**config.mk**
```make
export PLATFORM = sky130hd
export DESIGN_NAME = wdog_top
export DESIGN_NICKNAME = d
export VERILOG_FILES = /design/src/wdog_pkg.sv /design/src/half_tick_div.sv /design/src/window_calc.sv /design/src/wdog_top.sv
export VERILOG_INCLUDE_DIRS = /design/src
export SDC_FILE = /design/constraint.sdc
export NUM_CORES = 1
export LEC_CHECK = 0
export BUFFER_PORTS_ARGS = -buffer_cell sky130_fd_sc_hd__buf_4
export CORE_ASPECT_RATIO = 0.9
export CORE_UTILIZATION = 33
export DETAILED_ROUTE_END_ITERATION = 10
export PLACE_DENSITY = 0.52
export SYNTH_ARGS = -nofsm -noshare
export SYNTH_HDL_FRONTEND = slang
export SYNTH_SLANG_ARGS = --single-unit
```
**constraint.sdc**
```tcl
create_clock -name clk_sys -period 8.1 [get_ports clk_sys]
set_input_delay 1.215 -clock clk_sys [delete_from_list [all_inputs] [get_ports clk_sys]]
set_output_delay 1.215 -clock clk_sys [all_outputs]
set_load 0.01 [all_outputs]
```
**src/wdog_consts.svh**
```systemverilog
// offsets, service keys, reset values and timing counts of the windowed watchdog
`ifndef WDOG_CONSTS_SVH
`define WDOG_CONSTS_SVH

`define ADDR_W          8
`define OFF_SERVICE     8'h00
`define OFF_OPTION      8'h04
`define OFF_IRQ_STATUS  8'h08
`define OFF_IRQ_MASK    8'h0c
`define OFF_COUNT       8'h10
`define OFF_STATE       8'h14

`define SERVICE_KEY     8'hac
`define SERVICE_RD_ON   8'h9a
`define SERVICE_RD_OFF  8'h1a
`define OPTION_RESET    8'hff

`define IRQ_W           1
`define CNT_W           18

`define CLK_HZ          25000000
`define LS_HZ           15000
`define LS_HALF_CYC     (`CLK_HZ / (`LS_HZ * 2))
`define DIV_W           12

`endif

```
**src/wdog_pkg.sv**
```systemverilog
// types shared by the windowed watchdog modules
package wdog_pkg;

    // option byte, bit 7 down to bit 0
    typedef struct packed {
        logic       interval_irq_opt;
        logic       window_period_sel_hi;
        logic       window_period_sel_lo;
        logic       count_enable;
        logic       overflow_sel_2;
        logic       overflow_sel_1;
        logic       overflow_sel_0;
        logic       standby_run_opt;
    } opt_t;

    // limits in half periods of the low-speed clock
    typedef struct packed {
        logic [17:0] overflow_at;
        logic [17:0] close_end;
        logic [17:0] irq_at;
    } win_t;

endpackage

```
**src/half_tick_div.sv**
```systemverilog
// divider giving one pulse per half period of the low-speed clock
`timescale 1ns/1ps
`include "wdog_consts.svh"
module half_tick_div
    import wdog_pkg::*;
(
    input  wire logic clk_sys,
    input  wire logic reset,
    output logic      tick
);
    localparam logic [`DIV_W-1:0] LAST = `DIV_W'(`LS_HALF_CYC - 1);

    logic [`DIV_W-1:0] div_q;

    always_ff @(posedge clk_sys) begin
        if (reset) begin
            div_q <= '0;
        end else if (div_q == LAST) begin
            div_q <= '0;
        end else begin
            div_q <= div_q + `DIV_W'(1);
        end
    end

    assign tick = (div_q == LAST);
endmodule

```
**src/window_calc.sv**
```systemverilog
// overflow, closed-window and interval limits from the option byte
`timescale 1ns/1ps
`include "wdog_consts.svh"
module window_calc
    import wdog_pkg::*;
(
    input  opt_t opt,
    output win_t win
);
    logic [4:0]        exp_n;
    logic [`CNT_W-1:0] ovf_h;

    always_comb begin
        case ({opt.overflow_sel_2, opt.overflow_sel_1, opt.overflow_sel_0})
            3'h0:    exp_n = 5'h06;
            3'h1:    exp_n = 5'h07;
            3'h2:    exp_n = 5'h08;
            3'h3:    exp_n = 5'h09;
            3'h4:    exp_n = 5'h0b;
            3'h5:    exp_n = 5'h0d;
            3'h6:    exp_n = 5'h0e;
            default: exp_n = 5'h10;
        endcase
        ovf_h           = `CNT_W'(1) << (exp_n + 5'h01);
        win.overflow_at = ovf_h;
        win.irq_at      = ovf_h - (ovf_h >> 2) + `CNT_W'(1);
        win.close_end   = '0;
        // closed part is (1 - open fraction) of the overflow time
        if (opt.standby_run_opt) begin
            case ({opt.window_period_sel_hi, opt.window_period_sel_lo})
                2'h1:    win.close_end = ovf_h >> 1;
                2'h2:    win.close_end = ovf_h >> 2;
                default: win.close_end = '0;
            endcase
        end
    end
endmodule

```
**src/wdog_top.sv**
```systemverilog
// windowed watchdog with interval interrupt behind a classic wishbone slave
//
// How it works
// - key write inside open window clears counter and restarts from zero
// - key write inside closed window raises internal reset
// - first service write after reset clears counter regardless of window
// - window period selected by option bits six and five
// - window code 01 is 50%, 10 is 75%, 11 is 100%, 00 prohibited
// - standby-run option bit zero clear forces a 100% open window
// - overflow code picks 2^6,7,8,9,11,13,14,16 low-speed clock periods
// - interval interrupt at 75% of overflow plus half low-speed period
// - interval option bit one enables interrupt, zero disables it
// - counter keeps running after interval interrupt until a key write
// - no key write before overflow raises internal reset
// - any non-key value written to service register raises internal reset
// - service register reads 9a or 1a by enable option, never the key
//
// Design decisions made here: the placing of the registers and register access over Wishbone.
`timescale 1ns/1ps
`include "wdog_consts.svh"
module wdog_top
    import wdog_pkg::*;
(
    input  wire logic              clk_sys,
    input  wire logic              reset,
    input  wire logic              wb_cyc_i,
    input  wire logic              wb_stb_i,
    input  wire logic              wb_we_i,
    input  wire logic [`ADDR_W-1:0] wb_adr_i,
    input  wire logic [3:0]        wb_sel_i,
    input  wire logic [31:0]       wb_dat_i,
    output logic [31:0]            wb_dat_o,
    output logic                   wb_ack_o,
    output logic                   interval_irq,
    output logic                   internal_reset
);
    ////////////////////////////////////////////////////////////////////////////
    logic                  ack_q;
    logic [31:0]           dat_q;
    opt_t                  opt_q;
    logic [`IRQ_W-1:0]     status_q;
    logic [`IRQ_W-1:0]     mask_q;
    logic [`CNT_W-1:0]     cnt_q;
    logic                  first_done_q;
    logic                  fired_q;
    logic                  tick;
    win_t                  win;
    logic                  acc;
    logic                  wr;
    logic                  rd;
    logic                  svc_wr;
    logic                  key_ok;
    logic                  run;
    logic                  win_open;
    logic                  irq_evt;
    logic                  ovf_evt;
    logic                  svc_clear;
    logic                  svc_fault;

    half_tick_div u_div (
        .clk_sys (clk_sys),
        .reset   (reset),
        .tick    (tick)
    );

    window_calc u_win (
        .opt (opt_q),
        .win (win)
    );

    ////////////////////////////////////////////////////////////////////////////
    // bus slave: one wait state, answer in the cycle after the request
    assign acc    = wb_cyc_i && wb_stb_i && !ack_q;
    assign wr     = acc && wb_we_i;
    assign rd     = acc && !wb_we_i;
    assign svc_wr = wr && (wb_adr_i == `OFF_SERVICE) && wb_sel_i[0];

    always_ff @(posedge clk_sys) begin
        if (reset) begin
            ack_q <= 1'b0;
        end else begin
            ack_q <= acc;
        end
    end

    always_ff @(posedge clk_sys) begin
        if (reset) begin
            dat_q <= '0;
        end else if (rd) begin
            if (wb_adr_i == `OFF_SERVICE) begin
                dat_q <= {24'h0, opt_q.count_enable ? `SERVICE_RD_ON : `SERVICE_RD_OFF};
            end else if (wb_adr_i == `OFF_OPTION) begin
                dat_q <= {24'h0, opt_q};
            end else if (wb_adr_i == `OFF_IRQ_STATUS) begin
                dat_q <= {{(32 - `IRQ_W){1'b0}}, status_q};
            end else if (wb_adr_i == `OFF_IRQ_MASK) begin
                dat_q <= {{(32 - `IRQ_W){1'b0}}, mask_q};
            end else if (wb_adr_i == `OFF_COUNT) begin
                dat_q <= {{(32 - `CNT_W){1'b0}}, cnt_q};
            end else if (wb_adr_i == `OFF_STATE) begin
                dat_q <= {29'h0, fired_q, win_open, first_done_q};
            end else begin
                dat_q <= '0;
            end
        end
    end

    assign wb_ack_o = ack_q;
    assign wb_dat_o = dat_q;

    ////////////////////////////////////////////////////////////////////////////
    // option byte, frozen once the first service write has happened
    always_ff @(posedge clk_sys) begin
        if (reset) begin
            opt_q <= opt_t'(`OPTION_RESET);
        end else if (wr && (wb_adr_i == `OFF_OPTION) && wb_sel_i[0] && !first_done_q) begin
            opt_q <= opt_t'(wb_dat_i[7:0]);
        end
    end

    always_ff @(posedge clk_sys) begin
        if (reset) begin
            mask_q <= '0;
        end else if (wr && (wb_adr_i == `OFF_IRQ_MASK) && wb_sel_i[0]) begin
            mask_q <= wb_dat_i[`IRQ_W-1:0];
        end
    end

    ////////////////////////////////////////////////////////////////////////////
    // service and window checks
    assign run       = opt_q.count_enable && !fired_q;
    assign key_ok    = (wb_dat_i[7:0] == `SERVICE_KEY);
    assign win_open  = (cnt_q >= win.close_end);
    assign svc_clear = svc_wr && key_ok && (!first_done_q || win_open);
    assign svc_fault = svc_wr && (!key_ok || (first_done_q && !win_open));
    assign ovf_evt   = run && !svc_clear && (cnt_q >= win.overflow_at);
    assign irq_evt   = run && tick && opt_q.interval_irq_opt && (cnt_q == win.irq_at - `CNT_W'(1));

    always_ff @(posedge clk_sys) begin
        if (reset) begin
            first_done_q <= 1'b0;
        end else if (svc_wr) begin
            first_done_q <= 1'b1;
        end
    end

    always_ff @(posedge clk_sys) begin
        if (reset) begin
            cnt_q <= '0;
        end else if (fired_q) begin
            cnt_q <= cnt_q;
        end else if (svc_clear) begin
            cnt_q <= '0;
        end else if (run && tick) begin
            cnt_q <= cnt_q + `CNT_W'(1);
        end
    end

    // held until the system reset that it requests
    always_ff @(posedge clk_sys) begin
        if (reset) begin
            fired_q <= 1'b0;
        end else if (svc_fault || ovf_evt) begin
            fired_q <= 1'b1;
        end
    end

    assign internal_reset = fired_q;

    ////////////////////////////////////////////////////////////////////////////
    // sticky interrupt status, cleared by a read, set wins over the clear
    always_ff @(posedge clk_sys) begin
        if (reset) begin
            status_q <= '0;
        end else if (irq_evt) begin
            status_q <= 1'b1;
        end else if (rd && (wb_adr_i == `OFF_IRQ_STATUS)) begin
            status_q <= '0;
        end
    end

    assign interval_irq = |(status_q & mask_q);
endmodule

```
======== Word-level counts from Yosys, hierarchy flattened ========
Index checks and enable logic that the tools add are counted.
cells by class
  add/subtract/negate cells ............... 6
  $lt $le $gt $ge ......................... 2
  equality and inequality tests ........... 16
  shift operators ......................... 1
  muxes and demuxes ....................... 14
  bitwise logic cells ..................... 2
  reductions and logical operators ........ 38
operators with widths
  kind                                                 number
  2-to-1 mux 18 bit                                    8
  adder 18 x 1 -> 18 bit (second input constant)       2
  greater-or-equal comparator 18 bit                   2
  one-hot mux 5 bit (7 select lines)                   1
  one-hot mux 17 bit (2 select lines)                  1
  logical AND 1 bit                                    22
  == test 18 bit                                       1
  << shifter 1 x 5 -> 18 bit (first input constant)    1
  subtractor 18 x 1 -> 18 bit (second input constant)  1
  subtractor 18 x 16 -> 18 bit                         1
  == test 8 x 4 -> 1 bit (second input constant)       2
  == test 8 x 5 -> 1 bit (second input constant)       2
  adder 12 x 1 -> 12 bit (second input constant)       1
  == test 12 x 10 -> 1 bit (second input constant)     1
  == test 3 bit (second input constant)                3
  == test 8 x 3 -> 1 bit (second input constant)       1
  == test 8 bit (second input constant)                1
  zero test 8 bit                                      1
  2-to-1 mux 8 bit                                     1
  zero test 1 bit                                      7
  == test 3 x 2 -> 1 bit (second input constant)       2
  adder 5 x 1 -> 5 bit (second input constant)         1
  nonzero test 2 bit                                   2
  == test 3 x 1 -> 1 bit (second input constant)       1
  other kinds (10)                                     13
storage, ports and cells
  flip-flop bits (word level) ............. 75
  output and inout port bits .............. 35
  logic and storage cells ................. 95

======== Logic depth before layout (Yosys ltp) ========
Gate-level depths: netlist of run 1.
  depth after elaboration ................. 13
  depth in mapped cells ................... 16

======== By module ========
Synthesis of run 1 repeated with hierarchy kept, for this count alone.
unflattened totals
  cell total of the unflattened synthesis .. 724
  area total of the unflattened synthesis .. 5,616.6 um^2
modules (own cells, without submodules)
  module         instances  cells an instance  area each (um^2)  sequential area each (um^2)
  wdog_top       1          495                3,851.2           980.9
  window_calc    1          165                1,187.4           0.0
  half_tick_div  1          64                 578.1             240.2

======== Least setup slack after synthesis of run 1 ========
OpenSTA, ideal clock, no wires.
  path kind ............................... reg2reg
  from .................................... reg opt_q[5] in the netlist's numbering
  to ...................................... reg cnt_q[5]
  arrival ................................. 3.132 ns
  setup slack ............................. 4.909 ns
  stages on the path, launching flop included .. 14
  path buffers ............................ 0
  period minus slack after synthesis ...... 3.191 ns
  cells stage by stage .................... dfxtp_1 > inv_1 > ha_1 > nor2_1 > a22oi_1 > ha_1 > a21o_1 > a21oi_1 > o221ai_1 > a2111oi_2 > o21ai_2 > a21o_1 > or4_1 > nand2_1
between the ends
  cells in the longest elaborated chain, start to end .. 8
  elaborated cells between the ends (all ways) .. 10
  classes of those cells .................. order compare (1); eq/ne (2); mux (3); reduce/logical (4)
ends and longest elaborated chain
  what                                                     line               source
  start, declared                                          wdog_top.sv:40     opt_t opt_q;
  start signal, assigned                                   wdog_top.sv:115    opt_q <= opt_t'(`OPTION_RESET);
  start signal, assigned                                   wdog_top.sv:117    opt_q <= opt_t'(wb_dat_i[7:0]);
  == test 2 bit or == test 2 x 1 -> 1 bit (tied branches)  window_calc.sv:30  case ({opt.window_period_sel_hi, opt.window_period_sel_lo})
  one-hot mux 17 bit (2 select lines) *                    window_calc.sv:30
  2-to-1 mux 18 bit *                                      window_calc.sv:29  if (opt.standby_run_opt) begin
  greater-or-equal comparator 18 bit *                     wdog_top.sv:133    assign win_open = (cnt_q >= win.close_end);
  logical OR 1 bit *                                       wdog_top.sv:134    assign svc_clear = svc_wr && key_ok && (!first_done_q || win_open);
  logical AND 1 bit *                                      wdog_top.sv:134
  nonzero test 2 bit (no source line)                      -
  AND reduction 2 bit (no source line)                     -
  end signal, assigned                                     wdog_top.sv:151    cnt_q <= cnt_q;
  end signal, assigned                                     wdog_top.sv:155    cnt_q <= cnt_q + `CNT_W'(1);
  end, declared                                            wdog_top.sv:43     logic [`CNT_W-1:0] cnt_q;
Mark *: on every way between the ends. The rest lies on a longest branch, timed or not.
A chain may end at the register's enable or synchronous reset.

======== Final worst setup path of run 1 ========
  from .................................... reg opt_q[1] in the netlist's numbering
  to ...................................... reg cnt_q[3]
between the ends
  cells in the longest elaborated chain, start to end .. 11
  elaborated cells between the ends (all ways) .. 18
  classes of those cells .................. add/sub (1); order compare (1); eq/ne (6); shift (1); mux (4); reduce/logical (5)
ends and longest elaborated chain
  what                                           line               source
  == test 3 bit, or another cell as far along    window_calc.sv:14  case ({opt.overflow_sel_2, opt.overflow_sel_1, opt.overflow_sel_0})
  one-hot mux 5 bit (7 select lines) *           window_calc.sv:14
  adder 5 x 1 -> 5 bit *                         window_calc.sv:24  ovf_h = `CNT_W'(1) << (exp_n + 5'h01);
  << shifter 1 x 5 -> 18 bit (no source line) *  -
  one-hot mux 17 bit (2 select lines) *          window_calc.sv:30
  2-to-1 mux 18 bit *                            window_calc.sv:29
  greater-or-equal comparator 18 bit *           wdog_top.sv:133
  logical OR 1 bit *                             wdog_top.sv:134
  logical AND 1 bit *                            wdog_top.sv:134
  nonzero test 2 bit (no source line)            -
  AND reduction 2 bit (no source line)           -
Marks and branches as above.

==> summary.md, run 1 <==
| Metric | Value |
|---|---|
| Number of detailed-route iterations in the first pass | `5` |
| Maximum number of pins on one net before global-route repair | `30` |
| Hold Violations, Final | `0` |
| Count of cells along the worst hold path | `2` |
| Horizontal extent of the die | `around 130 um` |
| Antenna violations before repair | `0` |
| Worst hold path type | `reg2reg` |
| RSZ-0062 raised after global routing | `no` |
| Number of buffer cells added on primary ports | `between 40 and 50` |
| Commonest register cell after synthesis | `sky130_fd_sc_hd__dfxtp_1` |
| Ratio of cells with drive above 1 in the final layout | `0.121` |
| Mux contribution to synthesized area | `0.0288` |
| Maximum level of the CTS H-tree | `3` |
| Count of hold-fix buffers inserted at cts | `0` |
| Number of enable-type register cells in the synthesized netlist | `0` |
| Final routed wire length divided by cell count | `15.8 um` |
| Worst setup path class | `reg2reg` |
| Total clock buffers created by CTS | `9` |
| Number of filler cells placed in the layout | `1392` |
| Skew final | `3.90 ps` |
| Count of state elements after synthesis | `61` |
| R2r endpoint | `cnt_q[3]` |
| Number of vias after detailed routing | `roughly 4300` |
| GRT Residual Overflow | `0` |
| Placement row count | `40` |
| Share of the yosys chip area belonging to registers | `0.265` |
| Cells on worst reg2reg path | `12` |
| Endpoint with the worst hold slack | `wb_dat_o[17]` |
| Crit end category | `flip-flop` |
| Cell area after layout | `5390 sq um` |
| TritonCTS clock tree | `built` |
| Drt drc | `0` |
| NumNets Final | `725` |
| Detailed-routed wire length on met3 | `552 um` |
| R2R setup slack | `~3800 ps` |
| Cell leakage power | `2.23 nW` |
| Length of routed wiring on met1 | `6.18 mm` |
| Number of sinks on the clock net | `61` |
| Worst slew margin | `0.336` |
| Crit path time final | `4310 ps` |
| Die area | `between 10000 and 15000 sq um` |
| Power density over the cells | `147 nW/um^2` |
| Max Cap Viol | `0` |
| Antenna cell count | `0` |
| Final Cycle Share | `0.532` |
| Worst endpoint required time | `between 8000 and 9000 ps` |
| Clock edge transition at the registers on the reported setup and hold paths | `50 ps` |
| Via count of the first global-routing pass | `between 4000 and 5000` |
| Min-Delay Startpoint | `wb_dat_o[17]` |
| Min Hold Slack | `452 ps` |
| Core Area | `between 10000 and 15000 sq um` |
| Clock network latency to the later pin of the worst-skew pair | `between 300 and 400 ps` |
| Endpoints failing setup | `0` |
| Total Routed Length | `about 13 mm` |
| CTS root buf | `sky130_fd_sc_hd__clkbuf_16` |
| Antenna Nets Post-Route | `0` |
| HPWL reported at the end of detailed placement | `9.74 mm` |
| Number of slew-limit violations in the final report | `0` |
| Wire length of the first global-routing pass | `20.8 mm` |
| Mean area per synthesized cell | `about 8 sq um` |
| Starting utilization of the core area | `0.342` |
| Area of the mapped netlist | `4600 sq um` |
| Sum of negative setup slack | `0 ps` |
| Top metal layer carrying routed signals | `met4` |
| GP Congestion | `0.843` |
| Start of the worst register-to-register path | `opt_q[1]` |
| Share of async-settable or async-resettable flops after synthesis | `0` |
| Number of ports placed on the die boundary | `84` |
| Number of buffers inserted by post-CTS setup repair | `0` |
| Area share of and/or/nand/nor cells after synthesis | `0.267` |
| GRT Util Overall | `0.184` |
| Post-detailed-placement cell area | `5050 sq um` |
| Achievable clock frequency | `~0.23 GHz` |
| Starting DRT DRC Count | `278` |
| Area growth, synth to finish | `17.0%` |
| Dominant combinational cell family by area after synthesis | `simple AND/OR/NAND/NOR gates` |
| Crit path launch type | `flip-flop` |
| Maximum count of clock buffers along a single path | `2` |
| Most common library cell in the layout ignoring fill and taps | `sky130_fd_sc_hd__dfxtp_1` |
| Synthesis Warnings | `0` |
| Result of the run | `finished, final reports clean` |
| Amount of wire on met2 after detailed routing | `a little under 6 mm` |
| Gates resized, CTS repair | `0` |
| Leading cell types in the layout, fill and taps excluded | `61 x sky130_fd_sc_hd__dfxtp_1, 55 x sky130_fd_sc_hd__nand2_1, 52 x sky130_fd_sc_hd__nor2_1` |
| Floorplan die height | `114 um` |
| Slew of the pin with the lowest slew margin | `approximately 1000 ps` |
| Distinct cells, synth | `72` |
| Synthesized instance count | `578` |
| DR vias/cell | `5.42` |
| Worst supply voltage drop on vdd | `89.6 uV` |
| Synthesized-area fraction occupied by adder cells | `0.128` |
| Share of the synthesized area in compound gates (AO/OA/AOI/OAI) | `0.199` |
| Largest driver fanout on the critical path | `29` |
| Xor/xnor share of the synthesized area | `0.0438` |
| Worst endpoint data arrival time | `4530 ps` |
| End-of-flow core utilization | `0.400` |
[cell families after synthesis]
| kind of cell | Yosys count |
|---|---|
| other | 2 |
| AOI/OAI and AO/OA | 134 |
| adders and majority gates | 47 |
| xor gates and xnor gates | 23 |
| DFF | 61 |
| buffers and inverters | 64 |
| and+or+nand+nor | 234 |
| muxes | 13 |
[synthesized netlist by cell type, types with 11 or more instances]
cell type | count | area, sq um
sky130_fd_sc_hd__dfxtp_1 | 61 | 1220
sky130_fd_sc_hd__nand2_1 | 55 | 206
sky130_fd_sc_hd__nor2_1 | 52 | 195
sky130_fd_sc_hd__ha_1 | 47 | 588
sky130_fd_sc_hd__a21oi_1 | 40 | 200
sky130_fd_sc_hd__nand3_1 | 30 | 150
sky130_fd_sc_hd__inv_1 | 25 | 93.8
sky130_fd_sc_hd__clkbuf_1 | 19 | 71.3
sky130_fd_sc_hd__buf_4 | 16 | 120
sky130_fd_sc_hd__xnor2_1 | 14 | 123
sky130_fd_sc_hd__nand4_1 | 12 | 75.1
sky130_fd_sc_hd__or3_1 | 12 | 75.1
sky130_fd_sc_hd__mux2i_1 | 11 | 110
sky130_fd_sc_hd__o21ai_0 | 11 | 55.1
[worst max-delay path, cell delays in order (launching register included)]
cell and delay, ps:
sky130_fd_sc_hd__dfxtp_1 680, sky130_fd_sc_hd__inv_1 170, sky130_fd_sc_hd__nor3_1 500, sky130_fd_sc_hd__a22oi_1 180
sky130_fd_sc_hd__ha_1 320, sky130_fd_sc_hd__a21o_1 190, sky130_fd_sc_hd__a21oi_1 150, sky130_fd_sc_hd__o221ai_1 190
sky130_fd_sc_hd__a2111oi_2 450, sky130_fd_sc_hd__o21ai_2 190, sky130_fd_sc_hd__o21ai_2 820, sky130_fd_sc_hd__nor2b_1 100
sky130_fd_sc_hd__o221a_1 250
[flip-flops by register name (all words and copies together), names as in the netlist]
register        cells
first_done_q        1
cnt_q              18
wb_ack_o            1
opt_q               8
u_div.div_q        12
wb_dat_o           18
status_q            1
internal_reset      1
mask_q              1
[layer usage]
metal / global-route usage / vias to the layer above
met5: 0 / -
met1: 0.240 / 2036
met3: 0.0347 / 14
met2: 0.314 / 124
met4: 0.0410 / 0
li1: - / 2171
[worst max-delay path by stage]
stage | startpoint | endpoint | cells past startpoint
global placement | opt_q[1] | cnt_q[2] | 12
CTS | opt_q[1] | cnt_q[3] | 12
detailed placement | opt_q[1] | cnt_q[3] | 12
finish | opt_q[1] | cnt_q[3] | 12
floorplan | opt_q[5] | cnt_q[5] | 13
global route | opt_q[1] | cnt_q[8] | 12
[layout make-up]
class,count,area [sq um],area share
clock buffer,14,294,0.0546
multi-input combinational,489,3210,0.595
sequential,61,1220,0.227
tap,168,210,0.0390
clock inverter,2,37.5,0.00697
inverter,25,93.8,0.0174
timing repair buffer,43,323,0.0599
[where the power goes]
part | total (W) | switching, W | internal (W)
combinational | 0.0000734 | 0.0000428 | 0.0000306
sequential | 0.000306 | 0.00000251 | 0.000304
clock | 0.000414 | 0.000134 | 0.000280
[metrics by stage]
step                      std cells  power, W  setup slack, ps
after global placement          786  0.000382             3920
after CTS                       802  0.000799             3800
after detailed placement        786  0.000384             3820
final                           802  0.000794             3790
after global routing            802  0.000825             3480
after floorplan                 614  0.000365             4910
(Power assumes the default switching activity.)
==> inputs of run 2 (changes only) <==
Clock period 8.1 ns to 4.5 ns, I/O delays scaled along.
==> summary.md, run 2 (synthesized netlist as in run 1, its figures left out) <==
| Metric | Value |
|---|---|
| Worst endpoint data arrival time | `4150 ps` |
| Worst supply voltage drop on vdd | `174 uV` |
| Starting DRT DRC Count | `256` |
| Sum of negative setup slack | `0 ps` |
| Result of the run | `finished, final reports clean` |
| HPWL reported at the end of detailed placement | `9.67 mm` |
| Length of routed wiring on met1 | `6.14 mm` |
| DR vias/cell | `5.36` |
| Horizontal extent of the die | `126 um` |
| Maximum count of clock buffers along a single path | `2` |
| Maximum number of pins on one net before global-route repair | `27` |
| GRT Residual Overflow | `0` |
| Endpoints failing setup | `0` |
| Final Cycle Share | `0.862` |
| Post-route total power | `0.00135 W` |
| Count of hold-fix buffers inserted at cts | `0` |
| Hold Violations, Final | `0` |
| Crit path launch type | `flip-flop` |
| Power density over the cells | `251 nW/um^2` |
| Wire length of the first global-routing pass | `20.5 mm` |
| Number of ports placed on the die boundary | `84` |
| Via count of the first global-routing pass | `4046` |
| Number of buffer cells added on primary ports | `42` |
| NumNets Final | `730` |
| Skew final | `9.80 ps` |
| Achievable clock frequency | `0.258 GHz` |
| Total clock buffers created by CTS | `9` |
| Antenna cell count | `0` |
| Starting utilization of the core area | `0.342` |
| Layout Cells excl Fill | `805` |
| CTS root buf | `sky130_fd_sc_hd__clkbuf_16` |
| Core Area | `~13000 sq um` |
| Die area | `14400 sq um` |
| Ratio of cells with drive above 1 in the final layout | `0.122` |
| Number of vias after detailed routing | `4314` |
| Worst endpoint required time | `between 4000 and 5000 ps` |
| Crit end category | `flip-flop` |
| GRT Util Overall | `0.180` |
| TritonCTS clock tree | `built` |
| Worst slew margin | `0.580` |
| Number of slew-limit violations in the final report | `0` |
| Final routed wire length divided by cell count | `roughly 15 um` |
| Antenna Nets Post-Route | `0` |
| RSZ-0062 raised after global routing | `no` |
| Detailed-routed wire length on met3 | `498 um` |
| Gates resized, CTS repair | `0` |
| Crit path time final | `3880 ps` |
| Leading cell types in the layout, fill and taps excluded | `61 x sky130_fd_sc_hd__dfxtp_1, 55 x sky130_fd_sc_hd__nand2_1, 52 x sky130_fd_sc_hd__nor2_1` |
| Total Routed Length | `about 12 mm` |
| Cell leakage power | `2.23 nW` |
| Number of detailed-route iterations in the first pass | `4` |
| Number of sinks on the clock net | `61` |
| Worst hold path type | `reg2reg` |
| Floorplan die height | `114 um` |
| GP Congestion | `0.853` |
| Drt drc | `0` |
| Worst setup path class | `reg2reg` |
| Placed insts | `between 700 and 800` |
| Maximum level of the CTS H-tree | `3` |
| Top metal layer carrying routed signals | `met4` |
| Slew of the pin with the lowest slew margin | `approximately 630 ps` |
| Max Cap Viol | `0` |
| Clock edge transition at the registers on the reported setup and hold paths | `50 ps` |
| Antenna violations before repair | `0` |
| Placement row count | `40` |
| Number of buffers inserted by post-CTS setup repair | `0` |
| Largest driver fanout on the critical path | `14` |
| Clock network latency to the later pin of the worst-skew pair | `330 ps` |
| Amount of wire on met2 after detailed routing | `5.74 mm` |
| Most common library cell in the layout ignoring fill and taps | `sky130_fd_sc_hd__dfxtp_1` |
| Area growth, synth to finish | `16.8%` |
[run 2: cell types whose count changed in the layout (fill, tap and decap cells not counted), sizes merged]
cell      change
clkinvlp      -1
buf           +5
clkinv        +1
clkbuf        -2
[run 2: where the power goes]
part           switching [W]  internal, W
Clock               0.000230     0.000436
Sequential        0.00000469     0.000547
Combinational      0.0000753    0.0000546
Total               0.000310      0.00104
[run 2: metal layers]
layer / vias to the layer above / GRT usage
met5: - / 0
met4: 0 / 0.0361
met3: 4 / 0.0310
met2: 92 / 0.305
met1: 2033 / 0.239
li1: 2185 / -
[run 2: final cells by class]
class	count	area, sq um
clock buffers	12	246
clock inverters	2	35.0
fillers	1368	8090
inverters	25	93.8
multi-input cells	489	3210
flip-flops and latches	61	1220
well taps	168	210
repair buffers	48	360
[run 2: worst paths after layout]
check,slack (ps),start,depth (start not counted),to
worst max-delay path,620,opt_q[5],13,cnt_q[5]
worst min-delay path,450,wb_dat_o[17],2,wb_dat_o[17]
worst max register to register,620,opt_q[5],13,cnt_q[5]
worst min register to register,450,wb_dat_o[17],2,wb_dat_o[17]
[run 2: critical path, stage by stage (launching register included)]
cell	delay, ps
sky130_fd_sc_hd__dfxtp_1	390
sky130_fd_sc_hd__inv_1	60
sky130_fd_sc_hd__ha_1	310
sky130_fd_sc_hd__nor2_1	430
sky130_fd_sc_hd__a22oi_1	140
sky130_fd_sc_hd__ha_1	320
sky130_fd_sc_hd__a21o_1	180
sky130_fd_sc_hd__a21oi_1	180
sky130_fd_sc_hd__o221ai_1	190
sky130_fd_sc_hd__a2111oi_2	410
sky130_fd_sc_hd__o21ai_2	190
sky130_fd_sc_hd__a21o_1	370
sky130_fd_sc_hd__or4_1	570
sky130_fd_sc_hd__nand2_1	80
[run 2: through the flow]
step           instance area [sq um]   util  hold WS [ps]  worst slack (ps)
6_report                        5370  0.399           452               622
5_1_grt                         5370  0.399           465               355
4_1_cts                         5370  0.399           456               654
3_5_place_dp                    5090  0.378           449               664
3_3_place_gp                    5090  0.378           445               714
2_1_floorplan                   4740      -           438              1310
==> inputs of run 3 (changes only) <==
Settings changed: ABC_AREA set to 1, PLACE_DENSITY 0.52 to 0.51.
==> summary.md, run 3 <==
| Metric | Value |
|---|---|
| Result of the run | `finished, final reports clean` |
| Area fraction of the dominant cell type after synthesis | `0.239` |
| NumNets Final | `954` |
| Number of slew-limit violations in the final report | `0` |
| GP Congestion | `0.871` |
| PnR worst setup slack | `1230 ps` |
| Skew final | `7.60 ps` |
| Die area | `16000 sq um` |
| Antenna violations before repair | `0` |
| Floorplan die height | `120 um` |
| Power density over the cells | `232 nW/um^2` |
| Clock edge transition at the registers on the reported setup and hold paths | `50 ps` |
| TritonCTS clock tree | `built` |
| Slew of the pin with the lowest slew margin | `631 ps` |
| Total clock buffers created by CTS | `9` |
| Cell with the biggest individual delay on the critical path | `sky130_fd_sc_hd__nor2_1` |
| Combinational share of power | `0.106` |
| Post-detailed-placement cell area | `5600 sq um` |
| DR vias/cell | `about 4.7` |
| Sequential share of power | `0.402` |
| Area of the mapped netlist | `5110 sq um` |
| Library cell with the largest summed area after synthesis | `sky130_fd_sc_hd__dfxtp_1` |
| Antenna cell count | `0` |
| Number of ports placed on the die boundary | `84` |
| Cell-by-cell trace of the critical path | `inv_1 > ha_1 > nor2_1 > a22oi_1 > ha_1 > nand2_1 > nor2_1 > nand2_1 > o21bai_1 > nand3_1 > nand2_1 > nand3_1 > nand2_2 > nand2_2 > nand2_2 > nand2_1 > a21oi_1` |
| Most common library cell in the layout ignoring fill and taps | `sky130_fd_sc_hd__nand2_1` |
| Total Routed Length | `13.8 mm` |
| Number of sinks on the clock net | `between 60 and 70` |
| Number of filler cells placed in the layout | `1656` |
| Worst endpoint data arrival time | `3470 ps` |
| Share of the yosys chip area belonging to registers | `0.239` |
| Endpoints failing setup | `0` |
| GRT Residual Overflow | `0` |
| Worst setup path class | `reg2reg` |
| Wire length of the first global-routing pass | `roughly 23 mm` |
| Final Cycle Share | `0.727` |
| Hold Violations, Final | `0` |
| Clock network latency to the later pin of the worst-skew pair | `between 300 and 400 ps` |
| Ratio of cells with drive above 1 in the final layout | `0.0835` |
| HPWL reported at the end of detailed placement | `11.0 mm` |
| Critical path's top delay family | `simple AND/OR/NAND/NOR gates` |
| Cell types with the largest area share after synthesis | `sky130_fd_sc_hd__dfxtp_1 24%, sky130_fd_sc_hd__nand2_1 15%, sky130_fd_sc_hd__ha_1 11%` |
| Maximum count of clock buffers along a single path | `2` |
| Number of enable-type register cells in the synthesized netlist | `0` |
| Crit end category | `flip-flop` |
| Gates resized, CTS repair | `0` |
| Count of state elements after synthesis | `61` |
| Fraction of power consumed by the clock network | `0.492` |
| Synthesis Warnings | `0` |
| Crit path launch type | `flip-flop` |
| Cell leakage power | `2.93 nW` |
| Number of buffers inserted by post-CTS setup repair | `0` |
| Number of detailed-route iterations in the first pass | `5` |
| Leading cell types in the layout, fill and taps excluded | `207 x sky130_fd_sc_hd__nand2_1, 123 x sky130_fd_sc_hd__inv_1, 65 x sky130_fd_sc_hd__nor2_1, 65 x sky130_fd_sc_hd__a21oi_1, 61 x sky130_fd_sc_hd__dfxtp_1` |
| Synthesized instance count | `approximately 810` |
| Switching Fraction | `0.250` |
| Crit path time final | `3270 ps` |
| Share of async-settable or async-resettable flops after synthesis | `0` |
| Max Cap Viol | `0` |
| Starting utilization of the core area | `0.343` |
| Worst hold path type | `reg2reg` |
| Commonest register cell after synthesis | `sky130_fd_sc_hd__dfxtp_1` |
| Cell with the most instances after synthesis | `sky130_fd_sc_hd__nand2_1` |
| Worst path max stage delay | `450 ps` |
| Maximum number of pins on one net before global-route repair | `35` |
| GRT Util Overall | `0.181` |
| Largest driver fanout on the critical path | `14` |
| Number of vias after detailed routing | `4967` |
| RSZ-0062 raised after global routing | `no` |
| Core Area | `approximately 15000 sq um` |
| Critical path buffers and inverters | `1` |
| Maximum level of the CTS H-tree | `3` |
| Count of hold-fix buffers inserted at cts | `0` |
| Number of buffer cells added on primary ports | `between 40 and 50` |
| Area growth, synth to finish | `14.9%` |
| CTS root buf | `sky130_fd_sc_hd__clkbuf_16` |
| Via count of the first global-routing pass | `4733` |
| Top cell by count, worst path | `sky130_fd_sc_hd__nand2_1` |
| Leading post-synthesis cells by instance count | `207 x sky130_fd_sc_hd__nand2_1, 123 x sky130_fd_sc_hd__inv_1, 65 x sky130_fd_sc_hd__a21oi_1, 65 x sky130_fd_sc_hd__nor2_1, 61 x sky130_fd_sc_hd__dfxtp_1` |
| Distinct cells, synth | `41` |
| DP Worst Slack | `between 1000 and 1500 ps` |
| Mean area per synthesized cell | `6.34 sq um` |
| Placement row count | `42` |
| Worst supply voltage drop on vdd | `170 uV` |
| Total net switching power | `0.000341 W` |
| Final routed wire length divided by cell count | `between 10 and 15 um` |
| Antenna Nets Post-Route | `0` |
| Worst slew margin | `0.578` |
| Achievable clock frequency | `~0.3 GHz` |
| Horizontal extent of the die | `roughly 130 um` |
| Starting DRT DRC Count | `262` |
| Min Hold Slack | `448 ps` |
| Sum of negative setup slack | `0 ps` |
| Internal Pwr Total | `0.00102 W` |
| Drt drc | `0` |
| Worst endpoint required time | `approximately 4700 ps` |
| Cell area after layout | `5880 sq um` |
==> run 3: cell types whose count changed after synthesis, moves of 13 or more <==
cell | before | now
sky130_fd_sc_hd__inv_1 | 25 | 123
sky130_fd_sc_hd__nand2_1 | 55 | 207
sky130_fd_sc_hd__a21oi_1 | 40 | 65
sky130_fd_sc_hd__nor2_1 | 52 | 65
sky130_fd_sc_hd__nand3_1 | 30 | 58
sky130_fd_sc_hd__xor2_1 | 9 | 24
==> run 3: final cells by class <==
| type | instances | area [sq um] | share of cell area |
|---|---|---|---|
| clock buffers | 10 | 229 | 0.0390 |
| clock inverters | 5 | 52.6 | 0.00894 |
| inverters | 126 | 473 | 0.0805 |
| multi-input cells | 618 | 3340 | 0.568 |
| flip-flops and latches | 61 | 1220 | 0.208 |
| well taps | 198 | 248 | 0.0422 |
| repair buffers | 42 | 315 | 0.0537 |
==> run 3: path summary, 6_finish.rpt <==
check,startpoint,to,slack [ps],cells after the start
max,opt_q[5],cnt_q[1],1230,17
min reg2reg,u_div.div_q[0],u_div.div_q[0],450,1
max reg2reg,opt_q[5],cnt_q[1],1230,17
min,u_div.div_q[0],u_div.div_q[0],450,1
==> run 3: cells by family after synthesis <==
| logic type | after synthesis | share of synthesized area |
|---|---|---|
| other | 2 | 0.00147 |
| AOI/OAI and AO/OA | 112 | 0.126 |
| adders and majority gates | 47 | 0.115 |
| xor gates and xnor gates | 27 | 0.0462 |
| buffers and inverters | 164 | 0.135 |
| and+or+nand+nor | 394 | 0.338 |
| DFF | 61 | 0.239 |
==> run 3: power groups by stage <==
stage,clock [W],combinational (W),sequential [W]
floorplan,0,0.000112,0.000560
global route,0.000705,0.000170,0.000548
finish,0.000669,0.000145,0.000548
detailed placement,0,0.000140,0.000559
global placement,0,0.000140,0.000559
CTS,0.000679,0.000141,0.000547
==> run 3: per-layer routing <==
layer	global-route usage	vias to the layer above	routed length, um
met5	0	-	0
met4	0.0355	0	87
met3	0.0304	9	506
met2	0.284	82	5900
met1	0.260	2199	7360
li1	-	2677	-
==> run 3: per-stage QoR <==
step | cells | utilization | total power, W
CTS | 1060 | 0.394 | 0.00137
global route | 1060 | 0.394 | 0.00142
floorplan | 843 | - | 0.000672
global placement | 1045 | 0.375 | 0.000699
detailed placement | 1045 | 0.375 | 0.000699
finish | 1060 | 0.394 | 0.00136
